===== src/design/pcr_pkg.sv =====
// Functional notes
// [RULE1] core reset input hard-resets whole core
// [RULE2] after release, training restarts without stimulus
// [RULE3] system asserts core reset for fundamental reset
// [RULE4] hot reset flagged on indicator, not core reset
// [RULE5] application reset on any reset or lock loss; hot reset here raises only hot_rst_rcvd, not user_rst
// [RULE6] application reset released synchronously, causes cleared
// [RULE7] endpoint wires sideband reset to core reset
// [RULE8] physical logic frames, trains, descrambles lane data
// [RULE9] lane polarity inversion and multi-lane reversal
// [RULE10] configuration reads and writes receive completions
// [RULE11] message interrupts and emulated legacy interrupts
// [RULE12] only default virtual channel is supported
// [RULE13] answer configuration requests once link active
// [RULE14] reference clock matches configured supported frequency
// [RULE15] reset causes pass two-flop synchroniser first
`default_nettype none
package pcr_pkg;
    localparam int LANES = 4;
    localparam int LANE_W = 8;
    localparam int WORD_W = LANES * LANE_W;
    localparam int SYNC_STAGES = 2;
    localparam int FIFO_DEPTH = 8;
    localparam int VC_W = 3;
    localparam logic [VC_W-1:0] VC_DEFAULT = 3'h0;
    localparam int CLK_HZ = 10_000_000;
    localparam int HOT_HOLD_US = 2;
    // least time, so round up
    localparam int HOT_HOLD_CYC = (HOT_HOLD_US * CLK_HZ + 999_999) / 1_000_000;
    localparam int LFSR_W = 16;
    localparam logic [LFSR_W-1:0] LFSR_SEED = 16'hFFFF;
    localparam int TAP_A = 15;
    localparam int TAP_B = 4;
    localparam int TAP_C = 3;
    localparam int TAP_D = 2;

    typedef enum logic [4:0] {
        PCR_DETECT = 5'h01,
        PCR_POLL = 5'h02,
        PCR_CFG = 5'h04,
        PCR_L0 = 5'h08,
        PCR_HOTRST = 5'h10
    } pcr_link_t;

    typedef struct packed {
        logic [WORD_W-1:0] data;
        logic last;
    } pcr_word_t;
endpackage : pcr_pkg
`default_nettype wire


===== src/design/pcr_parts.sv =====
`timescale 1ns/1ps
`default_nettype none
module pcr_fifo #(
    parameter int W = 8,
    parameter int DEPTH = 8
) (
    // clock and reset
    input wire logic clk_sys,
    input wire logic nrst,
    input wire logic flush,
    // fill side
    input wire logic in_valid,
    output logic in_ready,
    input wire logic [W-1:0] in_data,
    // drain side
    output logic out_valid,
    input wire logic out_ready,
    output logic [W-1:0] out_data,
    // occupancy
    output logic [$clog2(DEPTH):0] level
);
    localparam int AW = $clog2(DEPTH);
    logic [W-1:0] mem [DEPTH];
    logic [AW-1:0] wptr, rptr, next_wptr, next_rptr;
    logic [AW:0] count, next_count;
    logic push, pop;

    assign in_ready = (count != (AW+1)'(DEPTH));
    assign out_valid = (count != '0);
    assign out_data = mem[rptr];
    assign level = count;
    assign push = in_valid && in_ready;
    assign pop = out_valid && out_ready;

    always_comb
    begin
        next_wptr = wptr;
        next_rptr = rptr;
        next_count = count;
        if (flush)
        begin
            next_wptr = '0;
            next_rptr = '0;
            next_count = '0;
        end
        else
        begin
            if (push)
            begin
                next_wptr = (wptr == AW'(DEPTH - 1)) ? '0 : wptr + 1'b1;
            end
            if (pop)
            begin
                next_rptr = (rptr == AW'(DEPTH - 1)) ? '0 : rptr + 1'b1;
            end
            next_count = count + (AW+1)'(push) - (AW+1)'(pop);
        end
    end

    always_ff @(posedge clk_sys or negedge nrst)
    begin
        if (!nrst)
        begin
            wptr <= '0;
            rptr <= '0;
            count <= '0;
        end
        else
        begin
            wptr <= next_wptr;
            rptr <= next_rptr;
            count <= next_count;
        end
    end

    // storage needs no reset; only pointers and count decide what is valid
    always_ff @(posedge clk_sys)
    begin
        if (push && !flush)
        begin
            mem[wptr] <= in_data;
        end
    end
endmodule : pcr_fifo
`default_nettype wire


===== src/design/pcr_reset_ctrl.sv =====
`timescale 1ns/1ps
`default_nettype none
module pcr_reset_ctrl #(
    parameter int LANES = pcr_pkg::LANES,
    parameter int DEPTH = pcr_pkg::FIFO_DEPTH,
    parameter int HOT_CYC = pcr_pkg::HOT_HOLD_CYC
) (
    // clock and reset; clk_sys doubles as the application clock
    input wire logic clk_sys,
    input wire logic nrst,
    // reset causes, asynchronous to clk_sys
    input wire logic core_rst,
    input wire logic wrap_pll_lock,
    input wire logic [LANES-1:0] xcvr_pll_lock,
    // physical layer status
    input wire logic rx_detected,
    input wire logic ts_locked,
    input wire logic hot_rst_os,
    input wire logic [LANES-1:0] lane_inv,
    input wire logic lane_rev,
    // received lane data
    input wire logic rx_valid,
    output logic rx_ready,
    input wire logic [pcr_pkg::WORD_W-1:0] rx_data,
    input wire logic rx_end,
    // application stream
    output pcr_pkg::pcr_word_t user_word,
    output logic user_valid,
    input wire logic user_ready,
    // reset and link status
    output logic user_rst,
    output logic hot_rst_rcvd,
    output pcr_pkg::pcr_link_t link_state,
    output logic link_up,
    output logic [LANES-1:0] pol_inv,
    output logic lanes_reversed,
    // configuration requests
    input wire logic cfg_req,
    input wire logic cfg_rd,
    output logic cfg_cpl,
    output logic cfg_cpl_data,
    // interrupts toward the partner
    input wire logic app_intr,
    input wire logic msi_en,
    input wire logic intx_clr,
    output logic msi_msg,
    output logic intx_assert,
    // virtual channel select of a request
    input wire logic req_vc_valid,
    input wire logic [pcr_pkg::VC_W-1:0] req_vc,
    output logic vc_reject
);
    localparam int LW = pcr_pkg::LANE_W;
    localparam int WW = pcr_pkg::WORD_W;
    localparam int HW = $clog2(HOT_CYC + 1);

    // cause synchronisation
    logic core_rst_s, wrap_lock_s;
    logic [LANES-1:0] xcvr_lock_s;
    logic cause_any;

    // core reset comes up asserted so nothing escapes before the flops settle
    pcr_sync #(.W(1), .STAGES(pcr_pkg::SYNC_STAGES), .RST_VAL(1'b1)) u_sync_rst ( // RULE15
        .clk_sys(clk_sys),
        .nrst(nrst),
        .d(core_rst),
        .q(core_rst_s)
    );

    pcr_sync #(.W(LANES + 1), .STAGES(pcr_pkg::SYNC_STAGES), .RST_VAL(1'b0)) u_sync_lock ( // RULE15
        .clk_sys(clk_sys),
        .nrst(nrst),
        .d({wrap_pll_lock, xcvr_pll_lock}),
        .q({wrap_lock_s, xcvr_lock_s})
    );

    assign cause_any = core_rst_s || !wrap_lock_s || !(&xcvr_lock_s); // RULE5 RULE1

    // link state machine
    pcr_pkg::pcr_link_t state, next_state;
    logic [HW-1:0] hot_cnt, next_hot_cnt;
    logic [LANES-1:0] next_pol_inv;
    logic next_lanes_reversed, next_user_rst, next_hot_rst_rcvd, next_link_up;

    always_comb
    begin
        next_state = state;
        next_hot_cnt = '0;
        next_pol_inv = pol_inv;
        next_lanes_reversed = lanes_reversed;
        if (cause_any)
        begin
            next_state = pcr_pkg::PCR_DETECT; // RULE1
            next_pol_inv = '0;
            next_lanes_reversed = 1'b0;
        end
        else
        begin
            case (state)
                pcr_pkg::PCR_DETECT:
                begin
                    // training starts by itself once causes clear
                    if (rx_detected)
                    begin
                        next_state = pcr_pkg::PCR_POLL; // RULE2
                    end
                end
                pcr_pkg::PCR_POLL:
                begin
                    if (ts_locked)
                    begin
                        next_pol_inv = lane_inv; // RULE9
                        next_state = pcr_pkg::PCR_CFG; // RULE8
                    end
                end
                pcr_pkg::PCR_CFG:
                begin
                    if (!ts_locked)
                    begin
                        next_state = pcr_pkg::PCR_DETECT;
                    end
                    else
                    begin
                        // reversal has no meaning on a single lane
                        next_lanes_reversed = (LANES > 1) && lane_rev; // RULE9
                        next_state = pcr_pkg::PCR_L0; // RULE8
                    end
                end
                pcr_pkg::PCR_L0:
                begin
                    if (hot_rst_os)
                    begin
                        next_state = pcr_pkg::PCR_HOTRST; // RULE4
                    end
                    else if (!ts_locked)
                    begin
                        next_state = pcr_pkg::PCR_DETECT;
                    end
                end
                pcr_pkg::PCR_HOTRST:
                begin
                    // stay until the partner stops ordering it, then hold
                    if (hot_rst_os)
                    begin
                        next_hot_cnt = '0;
                    end
                    else if (hot_cnt >= HW'(HOT_CYC - 1))
                    begin
                        next_state = pcr_pkg::PCR_DETECT;
                    end
                    else
                    begin
                        next_hot_cnt = hot_cnt + 1'b1;
                    end
                end
                default:
                begin
                    next_state = pcr_pkg::PCR_DETECT;
                end
            endcase
        end
        // hot reset is reported only; core reset input stays out of it
        next_hot_rst_rcvd = (next_state == pcr_pkg::PCR_HOTRST); // RULE4
        next_link_up = (next_state == pcr_pkg::PCR_L0); // RULE13
        // release follows the clock edge after every cause is gone
        next_user_rst = cause_any; // RULE5 RULE6
    end

    always_ff @(posedge clk_sys or negedge nrst)
    begin
        if (!nrst)
        begin
            state <= pcr_pkg::PCR_DETECT;
            hot_cnt <= '0;
            pol_inv <= '0;
            lanes_reversed <= 1'b0;
            user_rst <= 1'b1;
            hot_rst_rcvd <= 1'b0;
            link_up <= 1'b0;
        end
        else
        begin
            state <= next_state;
            hot_cnt <= next_hot_cnt;
            pol_inv <= next_pol_inv;
            lanes_reversed <= next_lanes_reversed;
            user_rst <= next_user_rst; // RULE6
            hot_rst_rcvd <= next_hot_rst_rcvd;
            link_up <= next_link_up;
        end
    end

    assign link_state = state;

    // receive path: lane order, polarity, descramble
    logic [pcr_pkg::LFSR_W-1:0] lfsr, next_lfsr;
    logic [WW-1:0] lane_fixed;
    pcr_pkg::pcr_word_t fifo_in, fifo_out;
    logic fifo_push, fifo_in_ready, fifo_out_valid, fifo_pop, fifo_flush;
    logic [$clog2(DEPTH):0] fifo_level;
    logic next_rx_ready;

    genvar g;
    generate
        for (g = 0; g < LANES; g++)
        begin : g_lane
            localparam int SRC = LANES - 1 - g;
            logic [LW-1:0] picked;
            assign picked = lanes_reversed ? rx_data[SRC*LW +: LW] : rx_data[g*LW +: LW]; // RULE9
            assign lane_fixed[g*LW +: LW] = (picked ^ {LW{pol_inv[g]}}) ^ lfsr[LW-1:0]; // RULE9 RULE8
        end
    endgenerate

    assign fifo_push = rx_valid && rx_ready && fifo_in_ready && link_up;
    assign fifo_flush = !link_up;
    assign fifo_in.data = lane_fixed;
    assign fifo_in.last = rx_end;

    always_comb
    begin
        next_lfsr = lfsr;
        if (!link_up)
        begin
            next_lfsr = pcr_pkg::LFSR_SEED;
        end
        else if (fifo_push)
        begin
            next_lfsr = {lfsr[pcr_pkg::LFSR_W-2:0],
                lfsr[pcr_pkg::TAP_A] ^ lfsr[pcr_pkg::TAP_B] ^ lfsr[pcr_pkg::TAP_C] ^ lfsr[pcr_pkg::TAP_D]}; // RULE8
        end
        // two free slots cover the word in flight while ready is registered
        next_rx_ready = link_up && (fifo_level <= ($clog2(DEPTH)+1)'(DEPTH - 2));
    end

    always_ff @(posedge clk_sys or negedge nrst)
    begin
        if (!nrst)
        begin
            lfsr <= pcr_pkg::LFSR_SEED;
            rx_ready <= 1'b0;
        end
        else
        begin
            lfsr <= next_lfsr;
            rx_ready <= next_rx_ready;
        end
    end

    pcr_fifo #(.W($bits(pcr_pkg::pcr_word_t)), .DEPTH(DEPTH)) u_fifo (
        .clk_sys(clk_sys),
        .nrst(nrst),
        .flush(fifo_flush),
        .in_valid(fifo_push),
        .in_ready(fifo_in_ready),
        .in_data(fifo_in),
        .out_valid(fifo_out_valid),
        .out_ready(fifo_pop),
        .out_data(fifo_out),
        .level(fifo_level)
    );

    // output register so the stream leaves straight from flops
    pcr_pkg::pcr_word_t next_user_word;
    logic next_user_valid;

    assign fifo_pop = fifo_out_valid && (!user_valid || user_ready) && link_up;

    always_comb
    begin
        next_user_word = user_word;
        next_user_valid = user_valid;
        if (!link_up)
        begin
            next_user_valid = 1'b0;
        end
        else if (fifo_pop)
        begin
            next_user_word = fifo_out;
            next_user_valid = 1'b1;
        end
        else if (user_ready)
        begin
            next_user_valid = 1'b0;
        end
    end

    always_ff @(posedge clk_sys or negedge nrst)
    begin
        if (!nrst)
        begin
            user_word <= '0;
            user_valid <= 1'b0;
        end
        else
        begin
            user_word <= next_user_word;
            user_valid <= next_user_valid;
        end
    end

    // configuration, interrupts, channel check
    logic next_cfg_cpl, next_cfg_cpl_data, next_msi_msg, next_intx_assert, next_vc_reject;

    always_comb
    begin
        // without a link the request goes unanswered, as an absent device
        next_cfg_cpl = cfg_req && link_up; // RULE10 RULE13
        next_cfg_cpl_data = cfg_req && link_up && cfg_rd; // RULE10
        next_msi_msg = app_intr && msi_en && link_up; // RULE11
        next_intx_assert = intx_assert;
        // a new interrupt wins over a clear in the same cycle
        if (app_intr && !msi_en && link_up)
        begin
            next_intx_assert = 1'b1; // RULE11
        end
        else if (intx_clr || !link_up)
        begin
            next_intx_assert = 1'b0;
        end
        next_vc_reject = req_vc_valid && (req_vc != pcr_pkg::VC_DEFAULT); // RULE12
    end

    always_ff @(posedge clk_sys or negedge nrst)
    begin
        if (!nrst)
        begin
            cfg_cpl <= 1'b0;
            cfg_cpl_data <= 1'b0;
            msi_msg <= 1'b0;
            intx_assert <= 1'b0;
            vc_reject <= 1'b0;
        end
        else
        begin
            cfg_cpl <= next_cfg_cpl;
            cfg_cpl_data <= next_cfg_cpl_data;
            msi_msg <= next_msi_msg;
            intx_assert <= next_intx_assert;
            vc_reject <= next_vc_reject;
        end
    end
endmodule : pcr_reset_ctrl
`default_nettype wire


===== src/design/pcr_reset_ctrl_end.sv =====
`timescale 1ns/1ps
`default_nettype none
module pcr_sync #(
    parameter int W = 1,
    parameter int STAGES = 2,
    parameter logic RST_VAL = 1'b0
) (
    // clock and reset
    input wire logic clk_sys,
    input wire logic nrst,
    // level in and out
    input wire logic [W-1:0] d,
    output logic [W-1:0] q
);
    logic [W-1:0] stage [STAGES];
    logic [W-1:0] next_stage [STAGES];

    always_comb
    begin
        next_stage[0] = d;
        for (int i = 1; i < STAGES; i++)
        begin
            next_stage[i] = stage[i-1];
        end
    end

    always_ff @(posedge clk_sys or negedge nrst)
    begin
        if (!nrst)
        begin
            for (int i = 0; i < STAGES; i++)
            begin
                stage[i] <= {W{RST_VAL}};
            end
        end
        else
        begin
            stage <= next_stage;
        end
    end

    assign q = stage[STAGES-1];
endmodule : pcr_sync
`default_nettype wire


===== config.mk =====
export PLATFORM = sky130hd
export DESIGN_NAME = pcr_reset_ctrl
export DESIGN_NICKNAME = d
export VERILOG_FILES = /design/src/design/pcr_pkg.sv /design/src/design/pcr_parts.sv /design/src/design/pcr_reset_ctrl.sv /design/src/design/pcr_reset_ctrl_end.sv
export SDC_FILE = /design/constraint.sdc
export NUM_CORES = 1
export LEC_CHECK = 0
export BUFFER_PORTS_ARGS = -buffer_cell sky130_fd_sc_hd__buf_2
export CAP_MARGIN = 10
export CORE_UTILIZATION = 30
export CTS_BUF_LIST = sky130_fd_sc_hd__clkbuf_4
export CTS_CLUSTER_DIAMETER = 50
export DETAILED_ROUTE_END_ITERATION = 7
export MAX_ROUTING_LAYER = met4
export PLACE_DENSITY = 0.47
export SLEW_MARGIN = 10
export SYNTH_ARGS = -nofsm -noshare
export SYNTH_HDL_FRONTEND = slang
export SYNTH_SLANG_ARGS = --single-unit

===== constraint.sdc =====
create_clock -name clk_sys -period 14.3 [get_ports clk_sys]
set_input_delay 0 -clock clk_sys [delete_from_list [all_inputs] [get_ports clk_sys]]
set_output_delay 0 -clock clk_sys [all_outputs]
set_load 0.02 [all_outputs]

==> reports/qor.yml <==
clock_tree:
  cts.root.buffer_cell: "clkbuf_4"
  cts_resized: 0
  cts_tree: "built"
  htreeDepth: 3
  clkTransAtPathRegs_ns: 0.06
  post_cts_buffers: 0
  clock_path_buffers: 3
  cts.sinks: 360
  worstSkewPairLatency_ns: 0.76
  cts_made_buffers: 95
yosys:
  synth_area_um2: 14700
  seq_area_frac_synth: 0.704
  syn-num-nets: 904
  synth_cell_types: 53
  yosysWarnings: 0
  syn_area_per_cell_um2: 17.7
  netlist_instances: 831
  synth_edf_count: 264
  synth-seq-cells: 360
  synth_flop_cell: "edfxtp_1"
  async_flop_share: 0.267
routing:
  detail-route-antenna-nets: 0
  dr.first_iter.drc_count: 382
  routed-wl-met3_mm: 1.59
  route.met2.wl_mm: 16.1
  top_layer_used: "met4"
  met1_length_mm: 16.2
  vias_per_cell: 4.58
  drtPass1Iterations: 4
  wl_per_cell_um: 19.3
  vias: 8222
  drt_wl_total_mm: 34.6
  remaining_drc_errors: 0
finish:
  area_growth_syn_to_layout_pct: 23.5
  num-nets-final: 1174
  fillerInstances: 4577
  drive_gt1_frac: 0.327
  multiInputGateArea_um2: 4050
  fin_area_um2: 18200
  regArea_um2: 10400
pwr:
  power_frac_clock: 0.436
  ir_drop_uv: 52.7
  p_leak_nw: 6.41
  sequentialPowerShare: 0.537
  combPwrFrac: 0.027
  netSwitchingFraction: 0.213
  powerDensity_nw_per_um2: 115
  power.switching_mw: 0.447
  internal-power_mw: 1.65
timing:
  setup_violations: 0
  fin_setup_tns_ns: 0
  fin_skew_ns: 0.0394
  rsz0062_at_grt: "no"
  max_freq_ghz: 0.330
  fin_ws_ns: 11.27
  period_share: 0.212
  finalHoldViolCount: 0
  drv_slew: 0
  fin_crit_ns: 3.03
  tightest_slew_ns: 1.09
  slew_headroom: 0.270
global_route:
  grt_pass1_wl_mm: 53.2
  grt_pass1_vias: 8877
  antenna_found_initial: 1
  grt_usage: 0.147
  grt_max_degree: 73
  grt.overflow.total: 0
worst_setup_path:
  critical_path_class: "register to register"
  cp.required_ns: 14.67
  crit_path_end_kind: "register"
  crit_path_max_fanout: 26
  cp.arrival_ns: 3.40
  cp-start-kind: "register"
die:
  die_y_um: 223
  row_count: 80
  start_util: 0.306
  coreArea_um2: 48000
  dieArea_um2: 49900
  pin_count: 113
  die_x_um: 223
placement:
  place_ws_ns: 11.24
  placed_area_um2: 15900
  portBuffers: 112
  dp_hpwl_mm: 19.7
  place_congestion: 0.729
run_status:
  run_status: "complete, no violations"
flow_run:
  cap_violations: 0
min_path:
  hp-class: "primary input to register"
-- synth_stat cells (all sizes together), types with 3 or more instances --
cell | count | area (um^2)
mux2i | 70 | 701
inv | 18 | 67.6
xnor2 | 37 | 324
xor2 | 36 | 315
nor4 | 5 | 31.3
nand2 | 41 | 154
and2 | 3 | 18.8
nor3 | 7 | 35.0
a21oi | 8 | 43.8
edfxtp | 264 | 7930
ha | 12 | 150
o22a | 15 | 131
nor2b | 3 | 18.8
nor2 | 18 | 67.6
buf | 33 | 213
dfstp | 20 | 526
and3 | 3 | 18.8
mux4 | 66 | 1490
dfrtp | 76 | 1900
o21ai | 38 | 190
nand3 | 7 | 35.0
nand2b | 5 | 31.3
clkbuf | 19 | 71.3
-- worst paths after layout --
check	startpoint	endpoint	slack, ns	cells after the start
max in group asynchronous	nrst	u_fifo.rptr[1]$_DFFE_PN0P_	13.00	4
worst min register to register	u_sync_lock.next_stage[3]$_DFF_PN0_	u_sync_lock.q[3]$_DFF_PN0_	0.36	0
worst max register to register	u_fifo.level[2]$_DFF_PN0_	u_fifo.mem[6][18]$_DFFE_PP_	11.27	6
min in group asynchronous	nrst	user_word[12]$_DFFE_PN0P_	0.35	4
worst max-delay path	u_fifo.level[2]$_DFF_PN0_	u_fifo.mem[6][18]$_DFFE_PP_	11.27	6
worst min-delay path	lane_inv[2]	pol_inv[2]$_DFFE_PN0P_	0.08	4
-- per-layer routing --
metal,up-vias,GRT usage
met1,4153,0.195
met5,-,-
met2,212,0.223
li1,3794,-
met3,63,0.0323
met4,0,0.0521
-- power groups by stage --
stage | clock, mW | combinational [mW] | sequential (mW)
6_report | 0.914 | 0.0570 | 1.13
5_1_grt | 0.999 | 0.0634 | 1.12
4_1_cts | 0.950 | 0.0578 | 1.13
3_5_place_dp | 0 | 0.0377 | 1.15
3_3_place_gp | 0 | 0.0371 | 1.15
2_1_floorplan | 0 | 0.0131 | 1.15
-- logic make-up (layout without fill, tap and decap cells) --
kind of cell	after synthesis	after routing	synth area share
buf+inv	70	418	0.0239
compound gates	80	80	0.0367
fa+ha+maj	13	13	0.0116
xor+xnor	73	73	0.0435
flops	360	360	0.704
mux	137	137	0.149
simple gates	98	98	0.0311
other cells	0	1	0
-- state kept, by name, indices dropped and copies added, names as in the netlist, 4 cells and up --
name	cells
hot_cnt	5
lfsr	16
u_fifo.level	4
user_word	33
pol_inv	4
u_sync_lock.q	5
link_state	5
u_fifo.mem	264
u_sync_lock.next_stage	5
-- repair_timing --
item	CTS	global route
setup endpoints to repair	0	0
endpoints found under the hold margin	369	0
hold buffers	96	0
-- cell usage in the layout, fill, tap and decap left out, types with 20 or more instances in the layout --
master	instances
buf_2	111
clkbuf_4	144
clkinv_1	23
dfrtp_1	72
dfstp_2	20
dlygate4sd3_1	95
edfxtp_1	264
mux2i_1	70
mux4_2	66
nand2_1	41
o21ai_0	34
xnor2_1	37
xor2_1	36
-- final cells by class --
class | count | area share
sequential | 360 | 0.570
multi-input combinational | 401 | 0.223
timing repair buffer | 225 | 0.0914
clock buffer | 144 | 0.0595
tap | 615 | 0.0423
clock inverter | 31 | 0.00971
inverter | 18 | 0.00372
antenna | 1 | 0.000138
-- worst max-delay path: stages, from the launching register on --
cell	delay, ns
dfrtp_1	0.35
inv_1	0.08
ha_1	0.21
a21oi_2	0.15
nand2_1	0.47
nor3_2	0.82
buf_4	0.55
-- metrics by stage --
stage               utilization  hold WS [ns]  std cells  power (mW)
CTS                       0.378       0.00728       1794        2.13
global route              0.378        0.0665       1795        2.19
detailed placement        0.332       0.00638       1523        1.18
finish                    0.378        0.0826       1795        2.10
global placement          0.332       0.00294       1523        1.18
floorplan                     -        -0.296        831        1.16
(Power assumes the default switching activity.)
